--- src/shared/audio_decoder_i2c_pkg.sv ---
// Constants, types and register map of the two-wire control port
// Operation
// - Data line changes only while clock low
// - Falling data, clock high, marks a start
// - Rising data, clock high, stop ends transfer
// - Transmitter releases; receiver acknowledges ninth pulse
// - Device samples data on rising clock edge
// - First byte MSB first, address 1000011
// - Last address bit one reads, zero writes
// - Matched address acknowledged; next byte is sub-address
// - Write acknowledges address and sub-address first
// - Single write: one data byte, then stop
// - Multibyte write fills successive registers until stop
// - Sub-address counter increments after every byte
// - Read returns register at current counter
// - Acknowledged read byte sends next register
// - Every register is one whole byte; here offsets 4D, 4E and 53 keep only 2, 1 and 4 bits
// - Registers load listed reset values
// - Registers without reset value are undefined; here writable ones reset to zero
// - Device is slave only, never drives clock
// - Read-only side data buffer of 56 bytes
package audio_decoder_i2c_pkg;

  // ----------------------------------------------------------------
  // Bus framing
  // ----------------------------------------------------------------
  localparam logic [6:0] DEVICE_ADDR = 7'h43;
  localparam logic [3:0] BITS_PER_BYTE = 4'h8;
  localparam logic [7:0] CHIP_ID = 8'h5A; // Arbitrary identification value

  // ----------------------------------------------------------------
  // Register offsets
  // ----------------------------------------------------------------
  localparam logic [7:0] OFS_CHIP_VERSION = 8'h00;
  localparam logic [7:0] OFS_CHIP_IDENTIFIER = 8'h01;
  localparam logic [7:0] OFS_CLOCK_CONTROL = 8'h05;
  localparam logic [7:0] OFS_REQUEST_POLARITY = 8'h0C;
  localparam logic [7:0] OFS_INPUT_CLOCK_POLARITY = 8'h0D;
  localparam logic [7:0] OFS_LAST_ERROR = 8'h0F;
  localparam logic [7:0] OFS_SOFTWARE_RESET_CMD = 8'h10;
  localparam logic [7:0] OFS_PLAYBACK_CONTROL = 8'h13;
  localparam logic [7:0] OFS_SILENCE_CONTROL = 8'h14;
  localparam logic [7:0] OFS_BUFFER_FILL_COMMAND = 8'h16;
  localparam logic [7:0] OFS_REQUEST_LINE_ENABLE = 8'h18;
  localparam logic [7:0] OFS_SYNC_STATE = 8'h40;
  localparam logic [7:0] OFS_SIDE_COUNT_LOW = 8'h41;
  localparam logic [7:0] OFS_SIDE_COUNT_HIGH = 8'h42;
  localparam logic [7:0] OFS_HEADER_HIGH = 8'h43;
  localparam logic [7:0] OFS_HEADER_MID = 8'h44;
  localparam logic [7:0] OFS_HEADER_LOW = 8'h45;
  localparam logic [7:0] OFS_OPERATING_FUNCTION = 8'h4D;
  localparam logic [7:0] OFS_CHECKSUM_ENABLE = 8'h4E;
  localparam logic [7:0] OFS_ENCODER_SAMPLE_RATE = 8'h53;
  localparam logic [7:0] OFS_SAMPLE_OUTPUT_CONFIG = 8'h55;
  localparam logic [7:0] OFS_FRAME_COUNTER_LOW = 8'h67;
  localparam logic [7:0] OFS_FRAME_COUNTER_MID = 8'h68;
  localparam logic [7:0] OFS_FRAME_COUNTER_HIGH = 8'h69;
  localparam logic [7:0] OFS_MEAN_BIT_RATE = 8'h6A;
  localparam logic [7:0] OFS_FIRMWARE_VERSION = 8'h71;
  localparam logic [7:0] OFS_DECODER_RUN_CMD = 8'h72;

  // Shared window and side data buffer
  localparam logic [7:0] ADPCM_FIRST = 8'h40;
  localparam logic [7:0] ADPCM_LAST = 8'h52;
  localparam int ADPCM_DEPTH = 19;
  localparam logic [7:0] SIDE_DATA_FIRST = 8'h7E;
  localparam logic [7:0] SIDE_DATA_LAST = 8'hB5;
  localparam int SIDE_DATA_DEPTH = 56;
  localparam logic [1:0] FUNC_DECODE = 2'h0;

  // ----------------------------------------------------------------
  // Types
  // ----------------------------------------------------------------
  typedef enum logic [5:0] {
    ST_IDLE = 6'h01,
    ST_ADDR = 6'h02,
    ST_RX = 6'h04,
    ST_ACK = 6'h08,
    ST_TX = 6'h10,
    ST_MACK = 6'h20
  } link_state_e;

  typedef struct packed {
    logic start;
    logic stop;
    logic rise;
    logic fall;
    logic sda;
  } line_events_s;

  typedef struct packed {
    logic [7:0] chip_version;
    logic [7:0] last_error;
    logic [7:0] sync_state;
    logic [15:0] side_count;
    logic [23:0] frame_header;
    logic [23:0] frame_counter;
    logic [7:0] mean_bit_rate;
    logic [7:0] firmware_version;
  } decoder_status_s;

  typedef struct packed {
    logic [7:0] clock_control;
    logic [7:0] request_polarity;
    logic [7:0] input_clock_polarity;
    logic [7:0] playback_control;
    logic [7:0] silence_control;
    logic [7:0] buffer_fill_command;
    logic [7:0] request_line_enable;
    logic [7:0] operating_function;
    logic [7:0] sample_output_config;
    logic [7:0] decoder_run_cmd;
    logic soft_reset;
  } decoder_ctrl_s;

  typedef struct packed {
    logic valid;
    logic [7:0] addr;
    logic [7:0] data;
  } reg_write_s;

  // ----------------------------------------------------------------
  // Map decoding
  // ----------------------------------------------------------------
  // Writable plain registers outside the shared window semantics
  function automatic logic reg_writable(input logic [7:0] a);
    case (a)
      8'h05, 8'h06, 8'h07, 8'h0C, 8'h0D, 8'h13, 8'h14, 8'h16, 8'h18,
      8'h46, 8'h47, 8'h48, 8'h49, 8'h4D, 8'h4E, 8'h50, 8'h51, 8'h52,
      8'h53, 8'h54, 8'h55, 8'h56, 8'h61, 8'h63, 8'h64, 8'h65, 8'h72,
      8'h77, 8'h78, 8'h79, 8'h7A, 8'h7B: reg_writable = 1'b1;
      default: reg_writable = 1'b0;
    endcase
  endfunction

  // Listed reset values; unlisted writable ones clear to zero
  function automatic logic [7:0] reg_reset(input logic [7:0] a);
    case (a)
      8'h05: reg_reset = 8'hA1;
      8'h06: reg_reset = 8'h0C;
      8'h0C: reg_reset = 8'h01;
      8'h0D: reg_reset = 8'h04;
      8'h13: reg_reset = 8'h01;
      8'h47, 8'h49: reg_reset = 8'hFF;
      8'h54: reg_reset = 8'h03;
      8'h55: reg_reset = 8'h21;
      8'h61: reg_reset = 8'h07;
      8'h64: reg_reset = 8'h46;
      8'h65: reg_reset = 8'h5B;
      default: reg_reset = 8'h00;
    endcase
  endfunction

  // Useful width of narrow registers
  function automatic logic [7:0] reg_mask(input logic [7:0] a);
    case (a)
      OFS_OPERATING_FUNCTION: reg_mask = 8'h03;
      OFS_CHECKSUM_ENABLE: reg_mask = 8'h01;
      OFS_ENCODER_SAMPLE_RATE: reg_mask = 8'h0F;
      default: reg_mask = 8'hFF;
    endcase
  endfunction

endpackage

--- src/hw/i2c_line_events.sv ---
// Start, stop and clock edge detection on the two bus lines
`timescale 1ns/100ps
module i2c_line_events (
  // Clock and reset
  input wire logic core_clk_i,
  input wire logic resetn_i,
  // Bus lines
  input wire logic scl_i,
  input wire logic sda_i,
  // Events
  output audio_decoder_i2c_pkg::line_events_s ev_o
);

  logic scl_q, scl_d;
  logic sda_q, sda_d;

  // Previous line levels; idle bus reads high
  always_comb
  begin
    scl_d = scl_i;
    sda_d = sda_i;
  end

  always_ff @(posedge core_clk_i or negedge resetn_i)
  begin
    if (!resetn_i)
    begin
      scl_q <= 1'b1;
      sda_q <= 1'b1;
    end
    else
    begin
      scl_q <= scl_d;
      sda_q <= sda_d;
    end
  end

  // Data edges with clock held high are framing, not data
  assign ev_o.start = scl_q & scl_i & sda_q & ~sda_i;
  assign ev_o.stop = scl_q & scl_i & ~sda_q & sda_i;
  assign ev_o.rise = ~scl_q & scl_i;
  assign ev_o.fall = scl_q & ~scl_i;
  assign ev_o.sda = sda_i;

endmodule // i2c_line_events

--- src/hw/audio_decoder_i2c_slave_regs.sv ---
// Two-wire slave port and control register file of the audio decoder
`timescale 1ns/100ps
module audio_decoder_i2c_slave_regs (
  // Clock and reset
  input wire logic core_clk_i,
  input wire logic resetn_i,
  // Bus pins, open drain
  input wire logic scl_i,
  input wire logic sda_i,
  output logic sda_o,
  output logic sda_oe_o,
  // Decoder core status and side data
  input wire audio_decoder_i2c_pkg::decoder_status_s status_i,
  input wire logic [audio_decoder_i2c_pkg::SIDE_DATA_DEPTH-1:0][7:0] side_data_i,
  // Decoder core control
  output audio_decoder_i2c_pkg::decoder_ctrl_s ctrl_o,
  output audio_decoder_i2c_pkg::reg_write_s wr_evt_o
);

  // ----------------------------------------------------------------
  // Declarations
  // ----------------------------------------------------------------
  audio_decoder_i2c_pkg::line_events_s ev;
  audio_decoder_i2c_pkg::link_state_e state_q, state_d;
  logic [3:0] cnt_q, cnt_d;
  logic [7:0] shift_q, shift_d;
  logic [7:0] sub_q, sub_d;
  logic first_q, first_d;
  logic rd_q, rd_d;
  logic oe_q, oe_d;
  logic ack_q, ack_d;
  logic soft_q, soft_d;
  audio_decoder_i2c_pkg::reg_write_s wr_q, wr_d;
  logic [7:0] rd_byte;
  logic [7:0] regs_q [0:255];
  logic [7:0] regs_d [0:255];
  logic [7:0] adpcm_q [0:audio_decoder_i2c_pkg::ADPCM_DEPTH-1];
  logic [7:0] adpcm_d [0:audio_decoder_i2c_pkg::ADPCM_DEPTH-1];

  // ----------------------------------------------------------------
  // Map helpers
  // ----------------------------------------------------------------
  // Shared window reads as encoder data only outside decode function;
  // the function register itself stays reachable so the mode can be left
  function automatic logic adpcm_sel(input logic [7:0] a, input logic [7:0] func);
    adpcm_sel = (func[1:0] != audio_decoder_i2c_pkg::FUNC_DECODE) &&
                (a != audio_decoder_i2c_pkg::OFS_OPERATING_FUNCTION) &&
                (a >= audio_decoder_i2c_pkg::ADPCM_FIRST) && (a <= audio_decoder_i2c_pkg::ADPCM_LAST);
  endfunction

  function automatic logic [4:0] adpcm_idx(input logic [7:0] a);
    logic [7:0] diff;
    diff = a - audio_decoder_i2c_pkg::ADPCM_FIRST;
    adpcm_idx = diff[4:0];
  endfunction

  // ----------------------------------------------------------------
  // Line event detection
  // ----------------------------------------------------------------
  i2c_line_events u_events (
    .core_clk_i(core_clk_i),
    .resetn_i(resetn_i),
    .scl_i(scl_i),
    .sda_i(sda_i),
    .ev_o(ev)
  );

  // ----------------------------------------------------------------
  // Read data selection
  // ----------------------------------------------------------------
  // Status fields come live from the core, no snapshot is taken
  always_comb
  begin
    logic [7:0] sd_off;
    sd_off = sub_q - audio_decoder_i2c_pkg::SIDE_DATA_FIRST;
    rd_byte = 8'h00;
    if (adpcm_sel(sub_q, regs_q[audio_decoder_i2c_pkg::OFS_OPERATING_FUNCTION]))
    begin
      rd_byte = adpcm_q[adpcm_idx(sub_q)];
    end
    else if (sub_q >= audio_decoder_i2c_pkg::SIDE_DATA_FIRST && sub_q <= audio_decoder_i2c_pkg::SIDE_DATA_LAST)
    begin
      rd_byte = side_data_i[sd_off[5:0]];
    end
    else
    begin
      case (sub_q)
        audio_decoder_i2c_pkg::OFS_CHIP_VERSION: rd_byte = status_i.chip_version;
        audio_decoder_i2c_pkg::OFS_CHIP_IDENTIFIER: rd_byte = audio_decoder_i2c_pkg::CHIP_ID;
        audio_decoder_i2c_pkg::OFS_LAST_ERROR: rd_byte = status_i.last_error;
        audio_decoder_i2c_pkg::OFS_SYNC_STATE: rd_byte = status_i.sync_state;
        audio_decoder_i2c_pkg::OFS_SIDE_COUNT_LOW: rd_byte = status_i.side_count[7:0];
        audio_decoder_i2c_pkg::OFS_SIDE_COUNT_HIGH: rd_byte = status_i.side_count[15:8];
        audio_decoder_i2c_pkg::OFS_HEADER_HIGH: rd_byte = status_i.frame_header[23:16];
        audio_decoder_i2c_pkg::OFS_HEADER_MID: rd_byte = status_i.frame_header[15:8];
        audio_decoder_i2c_pkg::OFS_HEADER_LOW: rd_byte = status_i.frame_header[7:0];
        audio_decoder_i2c_pkg::OFS_FRAME_COUNTER_LOW: rd_byte = status_i.frame_counter[7:0];
        audio_decoder_i2c_pkg::OFS_FRAME_COUNTER_MID: rd_byte = status_i.frame_counter[15:8];
        audio_decoder_i2c_pkg::OFS_FRAME_COUNTER_HIGH: rd_byte = status_i.frame_counter[23:16];
        audio_decoder_i2c_pkg::OFS_MEAN_BIT_RATE: rd_byte = status_i.mean_bit_rate;
        audio_decoder_i2c_pkg::OFS_FIRMWARE_VERSION: rd_byte = status_i.firmware_version;
        default:
        begin
          // Reserved offsets read as zero; writable ones read back their stored value
          if (audio_decoder_i2c_pkg::reg_writable(sub_q))
          begin
            rd_byte = regs_q[sub_q];
          end
        end
      endcase
    end
  end

  // ----------------------------------------------------------------
  // Bus protocol state machine
  // ----------------------------------------------------------------
  // All line changes are made on a falling clock, so data never moves while clock is high
  always_comb
  begin
    state_d = state_q;
    cnt_d = cnt_q;
    shift_d = shift_q;
    sub_d = sub_q;
    first_d = first_q;
    rd_d = rd_q;
    oe_d = oe_q;
    ack_d = ack_q;
    soft_d = 1'b0;
    wr_d = '0;
    if (ev.stop)
    begin
      state_d = audio_decoder_i2c_pkg::ST_IDLE;
      oe_d = 1'b0;
    end
    else if (ev.start)
    begin
      state_d = audio_decoder_i2c_pkg::ST_ADDR;
      cnt_d = 4'h0;
      oe_d = 1'b0;
      first_d = 1'b1;
    end
    else
    begin
      case (state_q)
        audio_decoder_i2c_pkg::ST_IDLE:
        begin
          oe_d = 1'b0;
        end
        audio_decoder_i2c_pkg::ST_ADDR, audio_decoder_i2c_pkg::ST_RX:
        begin
          if (ev.rise && cnt_q != audio_decoder_i2c_pkg::BITS_PER_BYTE)
          begin
            shift_d = {shift_q[6:0], ev.sda};
            cnt_d = cnt_q + 4'h1;
          end
          else if (ev.fall && cnt_q == audio_decoder_i2c_pkg::BITS_PER_BYTE)
          begin
            if (state_q == audio_decoder_i2c_pkg::ST_ADDR)
            begin
              if (shift_q[7:1] == audio_decoder_i2c_pkg::DEVICE_ADDR)
              begin
                rd_d = shift_q[0];
                oe_d = 1'b1;
                state_d = audio_decoder_i2c_pkg::ST_ACK;
              end
              else
              begin
                state_d = audio_decoder_i2c_pkg::ST_IDLE;
              end
            end
            else
            begin
              oe_d = 1'b1;
              state_d = audio_decoder_i2c_pkg::ST_ACK;
              if (first_q)
              begin
                sub_d = shift_q;
                first_d = 1'b0;
              end
              else
              begin
                wr_d.valid = 1'b1;
                wr_d.addr = sub_q;
                wr_d.data = shift_q;
                soft_d = (sub_q == audio_decoder_i2c_pkg::OFS_SOFTWARE_RESET_CMD);
                sub_d = sub_q + 8'h01;
              end
            end
          end
        end
        audio_decoder_i2c_pkg::ST_ACK:
        begin
          if (ev.fall)
          begin
            cnt_d = 4'h0;
            if (rd_q)
            begin
              state_d = audio_decoder_i2c_pkg::ST_TX;
              shift_d = rd_byte;
              oe_d = ~rd_byte[7];
            end
            else
            begin
              state_d = audio_decoder_i2c_pkg::ST_RX;
              oe_d = 1'b0;
            end
          end
        end
        audio_decoder_i2c_pkg::ST_TX:
        begin
          if (ev.rise)
          begin
            cnt_d = cnt_q + 4'h1;
          end
          else if (ev.fall)
          begin
            if (cnt_q == audio_decoder_i2c_pkg::BITS_PER_BYTE)
            begin
              oe_d = 1'b0;
              state_d = audio_decoder_i2c_pkg::ST_MACK;
              sub_d = sub_q + 8'h01;
            end
            else
            begin
              shift_d = {shift_q[6:0], 1'b0};
              oe_d = ~shift_q[6];
            end
          end
        end
        audio_decoder_i2c_pkg::ST_MACK:
        begin
          if (ev.rise)
          begin
            ack_d = ~ev.sda;
          end
          else if (ev.fall)
          begin
            if (ack_q)
            begin
              state_d = audio_decoder_i2c_pkg::ST_TX;
              cnt_d = 4'h0;
              shift_d = rd_byte;
              oe_d = ~rd_byte[7];
            end
            else
            begin
              state_d = audio_decoder_i2c_pkg::ST_IDLE;
            end
          end
        end
        default:
        begin
          state_d = audio_decoder_i2c_pkg::ST_IDLE;
          oe_d = 1'b0;
        end
      endcase
    end
  end

  always_ff @(posedge core_clk_i or negedge resetn_i)
  begin
    if (!resetn_i)
    begin
      state_q <= audio_decoder_i2c_pkg::ST_IDLE;
      cnt_q <= 4'h0;
      shift_q <= 8'h00;
      sub_q <= 8'h00;
      first_q <= 1'b1;
      rd_q <= 1'b0;
      oe_q <= 1'b0;
      ack_q <= 1'b0;
      soft_q <= 1'b0;
      wr_q <= '0;
    end
    else
    begin
      state_q <= state_d;
      cnt_q <= cnt_d;
      shift_q <= shift_d;
      sub_q <= sub_d;
      first_q <= first_d;
      rd_q <= rd_d;
      oe_q <= oe_d;
      ack_q <= ack_d;
      soft_q <= soft_d;
      wr_q <= wr_d;
    end
  end

  // ----------------------------------------------------------------
  // Register file
  // ----------------------------------------------------------------
  // Writes to read-only or reserved offsets are dropped silently
  always_comb
  begin
    regs_d = regs_q;
    adpcm_d = adpcm_q;
    if (wr_d.valid)
    begin
      if (adpcm_sel(wr_d.addr, regs_q[audio_decoder_i2c_pkg::OFS_OPERATING_FUNCTION]))
      begin
        adpcm_d[adpcm_idx(wr_d.addr)] = wr_d.data;
      end
      else if (audio_decoder_i2c_pkg::reg_writable(wr_d.addr))
      begin
        regs_d[wr_d.addr] = wr_d.data & audio_decoder_i2c_pkg::reg_mask(wr_d.addr);
      end
    end
  end

  // Only writable offsets get flops; the rest are constant zero
  for (genvar g = 0; g < 256; g++)
  begin : g_regs
    if (audio_decoder_i2c_pkg::reg_writable(8'(g)))
    begin : g_rw
      always_ff @(posedge core_clk_i or negedge resetn_i)
      begin
        if (!resetn_i)
        begin
          regs_q[g] <= audio_decoder_i2c_pkg::reg_reset(8'(g));
        end
        else
        begin
          regs_q[g] <= regs_d[g];
        end
      end
    end
    else
    begin : g_none
      assign regs_q[g] = 8'h00;
    end
  end

  // Encoder data words share offsets with decoder status
  for (genvar k = 0; k < audio_decoder_i2c_pkg::ADPCM_DEPTH; k++)
  begin : g_adpcm
    always_ff @(posedge core_clk_i or negedge resetn_i)
    begin
      if (!resetn_i)
      begin
        adpcm_q[k] <= 8'h00;
      end
      else
      begin
        adpcm_q[k] <= adpcm_d[k];
      end
    end
  end

  // ----------------------------------------------------------------
  // Outputs
  // ----------------------------------------------------------------
  // Open drain: only ever pull low, clock is never driven
  assign sda_o = 1'b0;
  assign sda_oe_o = oe_q;
  assign wr_evt_o = wr_q;
  assign ctrl_o.clock_control = regs_q[audio_decoder_i2c_pkg::OFS_CLOCK_CONTROL];
  assign ctrl_o.request_polarity = regs_q[audio_decoder_i2c_pkg::OFS_REQUEST_POLARITY];
  assign ctrl_o.input_clock_polarity = regs_q[audio_decoder_i2c_pkg::OFS_INPUT_CLOCK_POLARITY];
  assign ctrl_o.playback_control = regs_q[audio_decoder_i2c_pkg::OFS_PLAYBACK_CONTROL];
  assign ctrl_o.silence_control = regs_q[audio_decoder_i2c_pkg::OFS_SILENCE_CONTROL];
  assign ctrl_o.buffer_fill_command = regs_q[audio_decoder_i2c_pkg::OFS_BUFFER_FILL_COMMAND];
  assign ctrl_o.request_line_enable = regs_q[audio_decoder_i2c_pkg::OFS_REQUEST_LINE_ENABLE];
  assign ctrl_o.operating_function = regs_q[audio_decoder_i2c_pkg::OFS_OPERATING_FUNCTION];
  assign ctrl_o.sample_output_config = regs_q[audio_decoder_i2c_pkg::OFS_SAMPLE_OUTPUT_CONFIG];
  assign ctrl_o.decoder_run_cmd = regs_q[audio_decoder_i2c_pkg::OFS_DECODER_RUN_CMD];
  assign ctrl_o.soft_reset = soft_q;

endmodule // audio_decoder_i2c_slave_regs

--- config.mk ---
export PLATFORM = sky130hd
export DESIGN_NAME = audio_decoder_i2c_slave_regs
export DESIGN_NICKNAME = d
export VERILOG_FILES = /design/src/shared/audio_decoder_i2c_pkg.sv /design/src/hw/i2c_line_events.sv /design/src/hw/audio_decoder_i2c_slave_regs.sv
export SDC_FILE = /design/constraint.sdc
export NUM_CORES = 1
export LEC_CHECK = 0
export BUFFER_PORTS_ARGS = -buffer_cell sky130_fd_sc_hd__buf_2
export CORE_AREA = 5 5 255 257
export DETAILED_ROUTE_END_ITERATION = 16
export DIE_AREA = 0 0 260 262
export GPL_TIMING_DRIVEN = 0
export PLACE_DENSITY = 0.74
export SYNTH_ARGS = -nofsm -noshare
export SYNTH_HDL_FRONTEND = slang
export SYNTH_SLANG_ARGS = --single-unit
--- constraint.sdc ---
create_clock -name core_clk_i -period 4.3 [get_ports core_clk_i]
set_input_delay 0.43 -clock core_clk_i [delete_from_list [all_inputs] [get_ports core_clk_i]]
set_output_delay 0.43 -clock core_clk_i [all_outputs]
set_load 0.02 [all_outputs]
# Word-level counts from Yosys, hierarchy flattened
# Memory sizes are Yosys's and may differ from the RTL's.
# Index checks and enable logic that the tools add are counted.
[word_totals]
ff_bits = 458
mem_bits_ro = 256
input_bits = 556
output_inout_bits = 100
mem_count = 2
[classes]
n_addsub = 5
n_lt_le_gt_ge = 13
n_eq_ne = 60
mux = 104
n_bitwise = 22
n_reduce_logical = 30
[mem_list]
columns = ["memory", "depth", "width", "read_ports", "rd_clocked_by_memory_dff", "write_ports", "line", "source"]
rows = [
  ["(no name shown)", 128, 1, 1, 0, 0, "audio_decoder_i2c_pkg.sv:127", "case (a)"],
  ["(no name shown)", 128, 1, 1, 0, 0, "audio_decoder_i2c_pkg.sv:127", ""],
]
[op_table]
columns = ["cell", "n"]
rows = [
  ["bitwise mux 2048 bit", 1],
  ["two-way mux 8 bit", 29],
  ["bitwise mux 152 bit", 1],
  ["two-way mux 17 bit", 7],
  ["== test 8 x 7 -> 1 bit, second input constant", 14],
  ["one-hot mux 8 bit (14 select lines)", 1],
  ["two-way mux 6 bit", 11],
  ["binary-select mux 8 bit (select 8 bit)", 1],
  ["demux 8 bit (select 8 bit)", 1],
  ["binary-select mux 8 bit (select 6 bit)", 1],
  ["binary-select mux 8 bit (select 5 bit)", 1],
  ["demux 8 bit (select 5 bit)", 1],
  ["!= test 4 bit, second input constant", 10],
  ["two-way mux 1 bit", 33],
  ["two-way mux 4 bit", 8],
  ["one-hot mux 8 bit (4 select lines)", 1],
  ["!= test 2 bit, second input constant", 15],
  ["one-hot mux 6 bit (5 select lines)", 1],
  ["AND reduction 9 bit", 3],
  [">= comparator 8 x 7 -> 1 bit, second input constant", 3],
  ["one-hot mux 8 bit (3 select lines)", 1],
  ["!= test 3 bit, second input constant", 7],
  [">= comparator 9 bit, second input constant", 2],
  ["NOT 8 -> 9 bit", 2],
  ["other kinds (45)", 79],
]

# Logic depth before layout (Yosys ltp)
[depth]
word_depth = 19
mapped_depth = 18
depth_no_buf = 13

# Cells and area by module
# A second synthesis with hierarchy kept.
[hier_totals]
hier_cells = 2555
area_unflattened_um2 = 27094.7
[modules_own_cells]
columns = ["mod", "n_inst", "cells_per_inst", "area_each_um2", "seq_area_each_um2"]
rows = [
  ["audio_decoder_i2c_slave_regs", 1, 2548, 26999.6, 11462.2],
  ["i2c_line_events", 1, 7, 95.1, 52.6],
]

# Least setup slack after synthesis
# Ideal clock, no wire load.
[synth_path]
path_kind = "reg-to-reg"
start = "register sub_q[1]"
end = "register regs_q[1417] (netlist bit)"
setup_time_ns = 0.128
arrival_time_ns = 3.866
required_ns = 4.172
slack_ns = 0.306
stages_incl_launch_ff = 15
cell_sequence = "dfrtp_1 > buf_2 > buf_2 > buf_2 > buf_2 > buf_2 > buf_1 > nand2_1 > ha_1 > a2111oi_0 > a31oi_1 > o21ai_1 > nor2_2 > nor4_4 > mux2_1"
[synth_between]
elab_chain_len = 14
[synth_lines]
columns = ["element", "line", "source"]
rows = [
  ["start, declared", "audio_decoder_i2c_slave_regs.sv:27", "logic [7:0] sub_q, sub_d;"],
  ["start signal, assigned", "audio_decoder_i2c_slave_regs.sv:280", "sub_q <= sub_d;"],
  ["two-way mux 17 bit *", "audio_decoder_i2c_slave_regs.sv:175", "if (first_q)"],
  ["two-way mux 17 bit *", "audio_decoder_i2c_slave_regs.sv:158", "if (state_q == audio_decoder_i2c_pkg::ST_ADDR)"],
  ["two-way mux 17 bit *", "audio_decoder_i2c_slave_regs.sv:156", "else if (ev.fall && cnt_q == audio_decoder_i2c_pkg::BITS_PER_BYTE)"],
  ["two-way mux 17 bit *", "audio_decoder_i2c_slave_regs.sv:151", "if (ev.rise && cnt_q != audio_decoder_i2c_pkg::BITS_PER_BYTE)"],
  ["two-way mux 17 bit *", "audio_decoder_i2c_slave_regs.sv:144", "case (state_q)"],
  ["two-way mux 17 bit *", "audio_decoder_i2c_slave_regs.sv:135", "else if (ev.start)"],
  ["two-way mux 17 bit *", "audio_decoder_i2c_slave_regs.sv:130", "if (ev.stop)"],
  ["parallel branches: the longest is 7 deep, another holds memory (128 x 1 bit)", "--", ""],
  ["end signal, assigned by index", "audio_decoder_i2c_slave_regs.sv:320", "regs_q[g] <= audio_decoder_i2c_pkg::reg_reset(8'(g));"],
  ["end signal, assigned by index", "audio_decoder_i2c_slave_regs.sv:324", "regs_q[g] <= regs_d[g];"],
  ["end, declared", "audio_decoder_i2c_slave_regs.sv:35", "logic [7:0] regs_q [0:255];"],
]
# Every way passes the cells marked *. The select of a mux whose other input is x is not followed.
# A chain may end at the register's enable or synchronous reset.

# Final worst setup path
[layout_path]
start = "register sub_q[0]"
end = "register shift_q[1]"
[layout_between]
elab_chain_len = 13
[layout_lines]
columns = ["element", "line", "source"]
rows = [
  ["memory (128 x 1 bit)", "--", ""],
  ["two-way mux 1 bit", "audio_decoder_i2c_pkg.sv:127", ""],
  ["two-way mux 1 bit", "audio_decoder_i2c_slave_regs.sv:87", "case (sub_q)"],
  ["two-way mux 1 bit", "audio_decoder_i2c_slave_regs.sv:81", "else if (sub_q >= audio_decoder_i2c_pkg::SIDE_DATA_FIRST && sub_q <= audio_decoder_i2c_pkg::SIDE_DATA_LAST)"],
  ["two-way mux 1 bit", "audio_decoder_i2c_slave_regs.sv:77", "if (adpcm_sel(sub_q, regs_q[audio_decoder_i2c_pkg::OFS_OPERATING_FUNCTION]))"],
  ["two-way mux 8 bit", "audio_decoder_i2c_slave_regs.sv:105", "if (audio_decoder_i2c_pkg::reg_writable(sub_q))"],
  ["one-hot mux 8 bit (14 select lines)", "audio_decoder_i2c_slave_regs.sv:87", ""],
  ["two-way mux 8 bit", "audio_decoder_i2c_slave_regs.sv:81", ""],
  ["two-way mux 8 bit *", "audio_decoder_i2c_slave_regs.sv:77", ""],
  ["two-way mux 8 bit", "audio_decoder_i2c_slave_regs.sv:238", "if (ack_q)"],
  ["two-way mux 8 bit", "audio_decoder_i2c_slave_regs.sv:236", "else if (ev.fall)"],
  ["two-way mux 8 bit", "audio_decoder_i2c_slave_regs.sv:232", "if (ev.rise)"],
  ["one-hot mux 8 bit (4 select lines) *", "audio_decoder_i2c_slave_regs.sv:144", ""],
  ["end signal, assigned", "audio_decoder_i2c_slave_regs.sv:279", "shift_q <= shift_d;"],
  ["end, declared", "audio_decoder_i2c_slave_regs.sv:26", "logic [7:0] shift_q, shift_d;"],
]
# Mark *: on every way between the ends. The rest lies on a longest branch, timed or not. The select of a mux whose other input is x is not followed.

==> results_dict.tcl <==
set metrics [dict create \
    status "finished with violations" \
    failing_checks "negative setup slack" \
    ys_warn_count 0 \
    tritoncts.num_buffers 48 \
    port-buffer-count 654 \
    r2r_end "shift_q[1]" \
    worst-endpoint-arrival_ns 4.86 \
    rsz0062_at_grt "false" \
    synth_enable_flop_cells 0 \
    setup-tns-final_ns -0.1184 \
    nNetsFinal 3942 \
    worstMarginPinSlew_ns 1.399 \
    drv.max_cap_violation_count 0 \
    seq_power_share 0.459 \
    synthToLayoutAreaGrowth_pct 25.44 \
    drt_iter0_drcs 4237 \
    postSynthRegisterBits 458 \
    power.density_nw_per_um2 289.7 \
    critical_path_cell_with_the_highest_stage_delay "sky130_fd_sc_hd__o41ai_4" \
    ys_seq_area_frac 0.4290 \
    mux_share_of_post_synthesis_cell_area 0.2140 \
    cp_num_buf_inv 5 \
    globalRoute.totalOverflow 0 \
    crit-reg2reg-launch "sub_q[0]" \
    drtAntennaViolNets 0 \
    global_route_wire_length_before_repair_um 194300 \
    synthesis.area_um2 26840 \
    clk_transition_reported_paths_ns 0.06 \
    setup_ws_ns -0.07163 \
    simple_gate_portion_of_the_synthesized_area 0.1313 \
    max-clock-path-buffers 3 \
    hold_class "in -> reg" \
    drv_slew 0 \
    multi_input_comb_area_um2 13970 \
    route.vias.total 27740 \
    fin_skew_ns 0.03157 \
    max-slew-margin-rel 0.06060 \
    number_of_antenna_violations_at_the_first_check_in_global_routing 28 \
    path_common_cell "sky130_fd_sc_hd__buf_6" \
    seq_area_um2 11520 \
    rows 92 \
    power.switching_w 0.002427 \
    die_height_um 262 \
    largest_family_of_logic_cells_by_synthesized_area "multiplexers" \
    final_period_minus_worst_setup_slack_ns 4.372 \
    min-delay-start "status_i[83]" \
    layout.cells.non_filler 4271 \
    post_synth_inst_count 2646 \
    cts_tree "done" \
    worst_skew_pair.late_latency_ns 0.62 \
    number_of_global_route_vias_before_repair 26400 \
    most-common-layout-cells "sky130_fd_sc_hd__buf_2 (677), sky130_fd_sc_hd__nand2_1 (434), sky130_fd_sc_hd__dfrtp_1 (414)" \
    timing.setup.critical_path_class "reg -> reg" \
    hold_depth 5 \
    synthesis.nets 3215 \
    detailedPlace.worstSlack_ns -1.990 \
    reg2regPathDepth 13 \
    ctsHtreeMaxLevel 2 \
    timing_hold_violations_final 0 \
    synth_adder_area_share 0.006060 \
    switching_share 0.2488 \
    postRouteWirelength_um 141100 \
    final-setup-viol-count 7 \
    cts_root_buf "sky130_fd_sc_hd__clkbuf_16" \
    cellInternalPower_w 0.007327 \
    number_of_top_level_pins 656 \
    die_x_um 260 \
    dp.cells 4154 \
    drc 0 \
    layout-drive-gt1-share 0.3820 \
    finish.instance_area_um2 33670 \
    timing.critical_path.from_type "flop" \
    worstPathMaxFanout 10 \
    synth_area_per_cell_um2 10.14 \
    wire_per_inst_um 33.04 \
    p_comb_frac 0.091 \
    post-dp-hpwl_um 107800 \
    critical_path.top_delay_family "compound AO/OA/AOI/OAI gates" \
    coreArea_um2 62500 \
    layout.cells.most_common "sky130_fd_sc_hd__buf_2" \
    cts.sink_count 458 \
    avgViaCountPerCell 6.495 \
    worst_path_largest_cell_delay_ns 0.57 \
    fmaxAchievable_mhz 228.7 \
    synth-compound-area-share 0.1529 \
    dominantRegCellSynth "sky130_fd_sc_hd__dfrtp_1" \
    min_to "shift_q[3]" \
    p_leak_nw 15.44 \
    fillerInstances 5725 \
    vdd.ir_drop.worst_mv 0.2914 \
    global_route.usage.total 0.3990 \
    grt_max_degree 109 \
    r2r_setup_slack_ns -0.07 \
    synth_cell_types 80 \
    die-area_um2 68120 \
    sort_of_element_at_the_end_of_the_critical_path "flop" \
    place.gp.congestion 1.031 \
    initial_util 0.4294 \
    detailedRoute.firstPassIterationCount 7 \
    critical_path.cell_chain "buf_6 > buf_6 > buf_6 > buf_6 > buf_8 > mux2i_1 > o22ai_1 > a2111oi_0 > nor4_2 > a31oi_1 > nor2_1 > o41ai_4 > o31ai_1" \
    clock_power_share 0.450 \
    tcrit_tclk_final 1.017 \
    synth_xor_xnor_area_share 0.003263 \
    ys_async_sr_fraction 1.000 \
    worst-endpoint-required_ns 4.79 \
    placed_cell_area_um2 31360 \
]
power by group through the flow:
stage          clock (W)  combinational, W  sequential, W
2_1_floorplan          0          0.000354        0.00450
3_3_place_gp           0          0.000824        0.00454
3_5_place_dp           0          0.000849        0.00454
4_1_cts          0.00436          0.000857        0.00447
5_1_grt          0.00458          0.000947        0.00448
6_report         0.00439          0.000889        0.00448
Yosys cell counts, drive strengths merged (14+ instances only):
library cell | n | area, um2
nor4 | 18 | 163.9
nor2 | 115 | 444.2
o211ai | 14 | 105.1
buf | 142 | 945.9
nor2b | 28 | 175.2
inv | 30 | 112.6
a31oi | 28 | 175.2
a21oi | 76 | 384.1
a22o | 19 | 166.4
dfrtp | 415 | 10380
and2 | 17 | 106.4
a22oi | 15 | 112.6
dfstp | 43 | 1130
mux2i | 98 | 980.9
mux2 | 93 | 1047
nand3 | 55 | 275.3
nor3 | 27 | 146.4
nand4 | 19 | 125.1
nand2 | 436 | 1637
o21ai | 395 | 1977
a221oi | 18 | 157.7
mux4 | 165 | 3716
o22ai | 25 | 156.4
clkbuf | 169 | 634.4
flip-flops by register name (all words and copies together), names as in the netlist:
name,flops
u_events.sda_q,1
sda_oe_o,1
shift_q,8
u_events.scl_q,1
first_q,1
soft_q,1
ctrl_o,80
adpcm_q,152
rd_q,1
state_q,6
ack_q,1
cnt_q,4
sub_q,8
regs_q,176
wr_evt_o,17
cell type report:
type / count / area share
sequential: 458 / 0.3420
timing repair buffer: 681 / 0.1066
antenna: 17 / 0.001263
clock inverter: 18 / 0.007469
inverter: 32 / 0.003716
tap: 846 / 0.03144
buffer: 307 / 0.05173
multi-input combinational: 1845 / 0.4150
clock buffer: 67 / 0.04076
per-stage QoR:
step	power (W)	util	hold slack [ns]
after global placement	0.005368	0.4987	0.4367
after detailed placement	0.005392	0.5016	0.4453
after floorplan	0.004853	-	0.1344
final	0.009754	0.5387	0.4153
after CTS	0.009685	0.5357	0.4266
after global routing	0.01000	0.5381	0.4310
how the worst max path moves through the flow:
stage          startpoint            to  cells after the start
5_1_grt          sub_q[0]    shift_q[0]                     14
2_1_floorplan    sub_q[1]  regs_q[1417]                     14
3_5_place_dp     sub_q[1]    ctrl_o[18]                     14
3_3_place_gp     resetn_i   adpcm_q[77]                      1
6_report         sub_q[0]    shift_q[1]                     13
4_1_cts          sub_q[1]   adpcm_q[78]                     16
cell families after synthesis:
kind of cell,after synthesis
and+or+nand+nor,776
AOI/OAI and AO/OA,689
DFF,458
muxes,356
buffers and inverters,343
adders and majority gates,13
xor gates and xnor gates,10
other,1
worst min-delay path, cell delays in order:
cell	delay (ns)
sky130_fd_sc_hd__buf_2	0.07
sky130_fd_sc_hd__a21oi_1	0.06
sky130_fd_sc_hd__nand4_1	0.13
sky130_fd_sc_hd__nor3_2	0.09
sky130_fd_sc_hd__o31ai_1	0.21
routing by layer:
layer / GRT usage / wire, um / vias to the layer above
met5: 0 / 139 / -
met4: 0.2442 / 10680 / 20
met3: 0.1770 / 21060 / 562
met2: 0.5596 / 58420 / 2313
met1: 0.5075 / 50790 / 13740
li1: - / - / 11110
what timing repair did:
action                                 in CTS  in global routing
pin swaps                                  13                  1
gates resized for setup                   104                 71
endpoints found under the hold margin      89                  0
gates cloned                                0                  0
setup endpoints to repair                 398                374
setup buffers                              16                  0
hold buffers                                3                  0
Power figures use the tool's default switching activity.
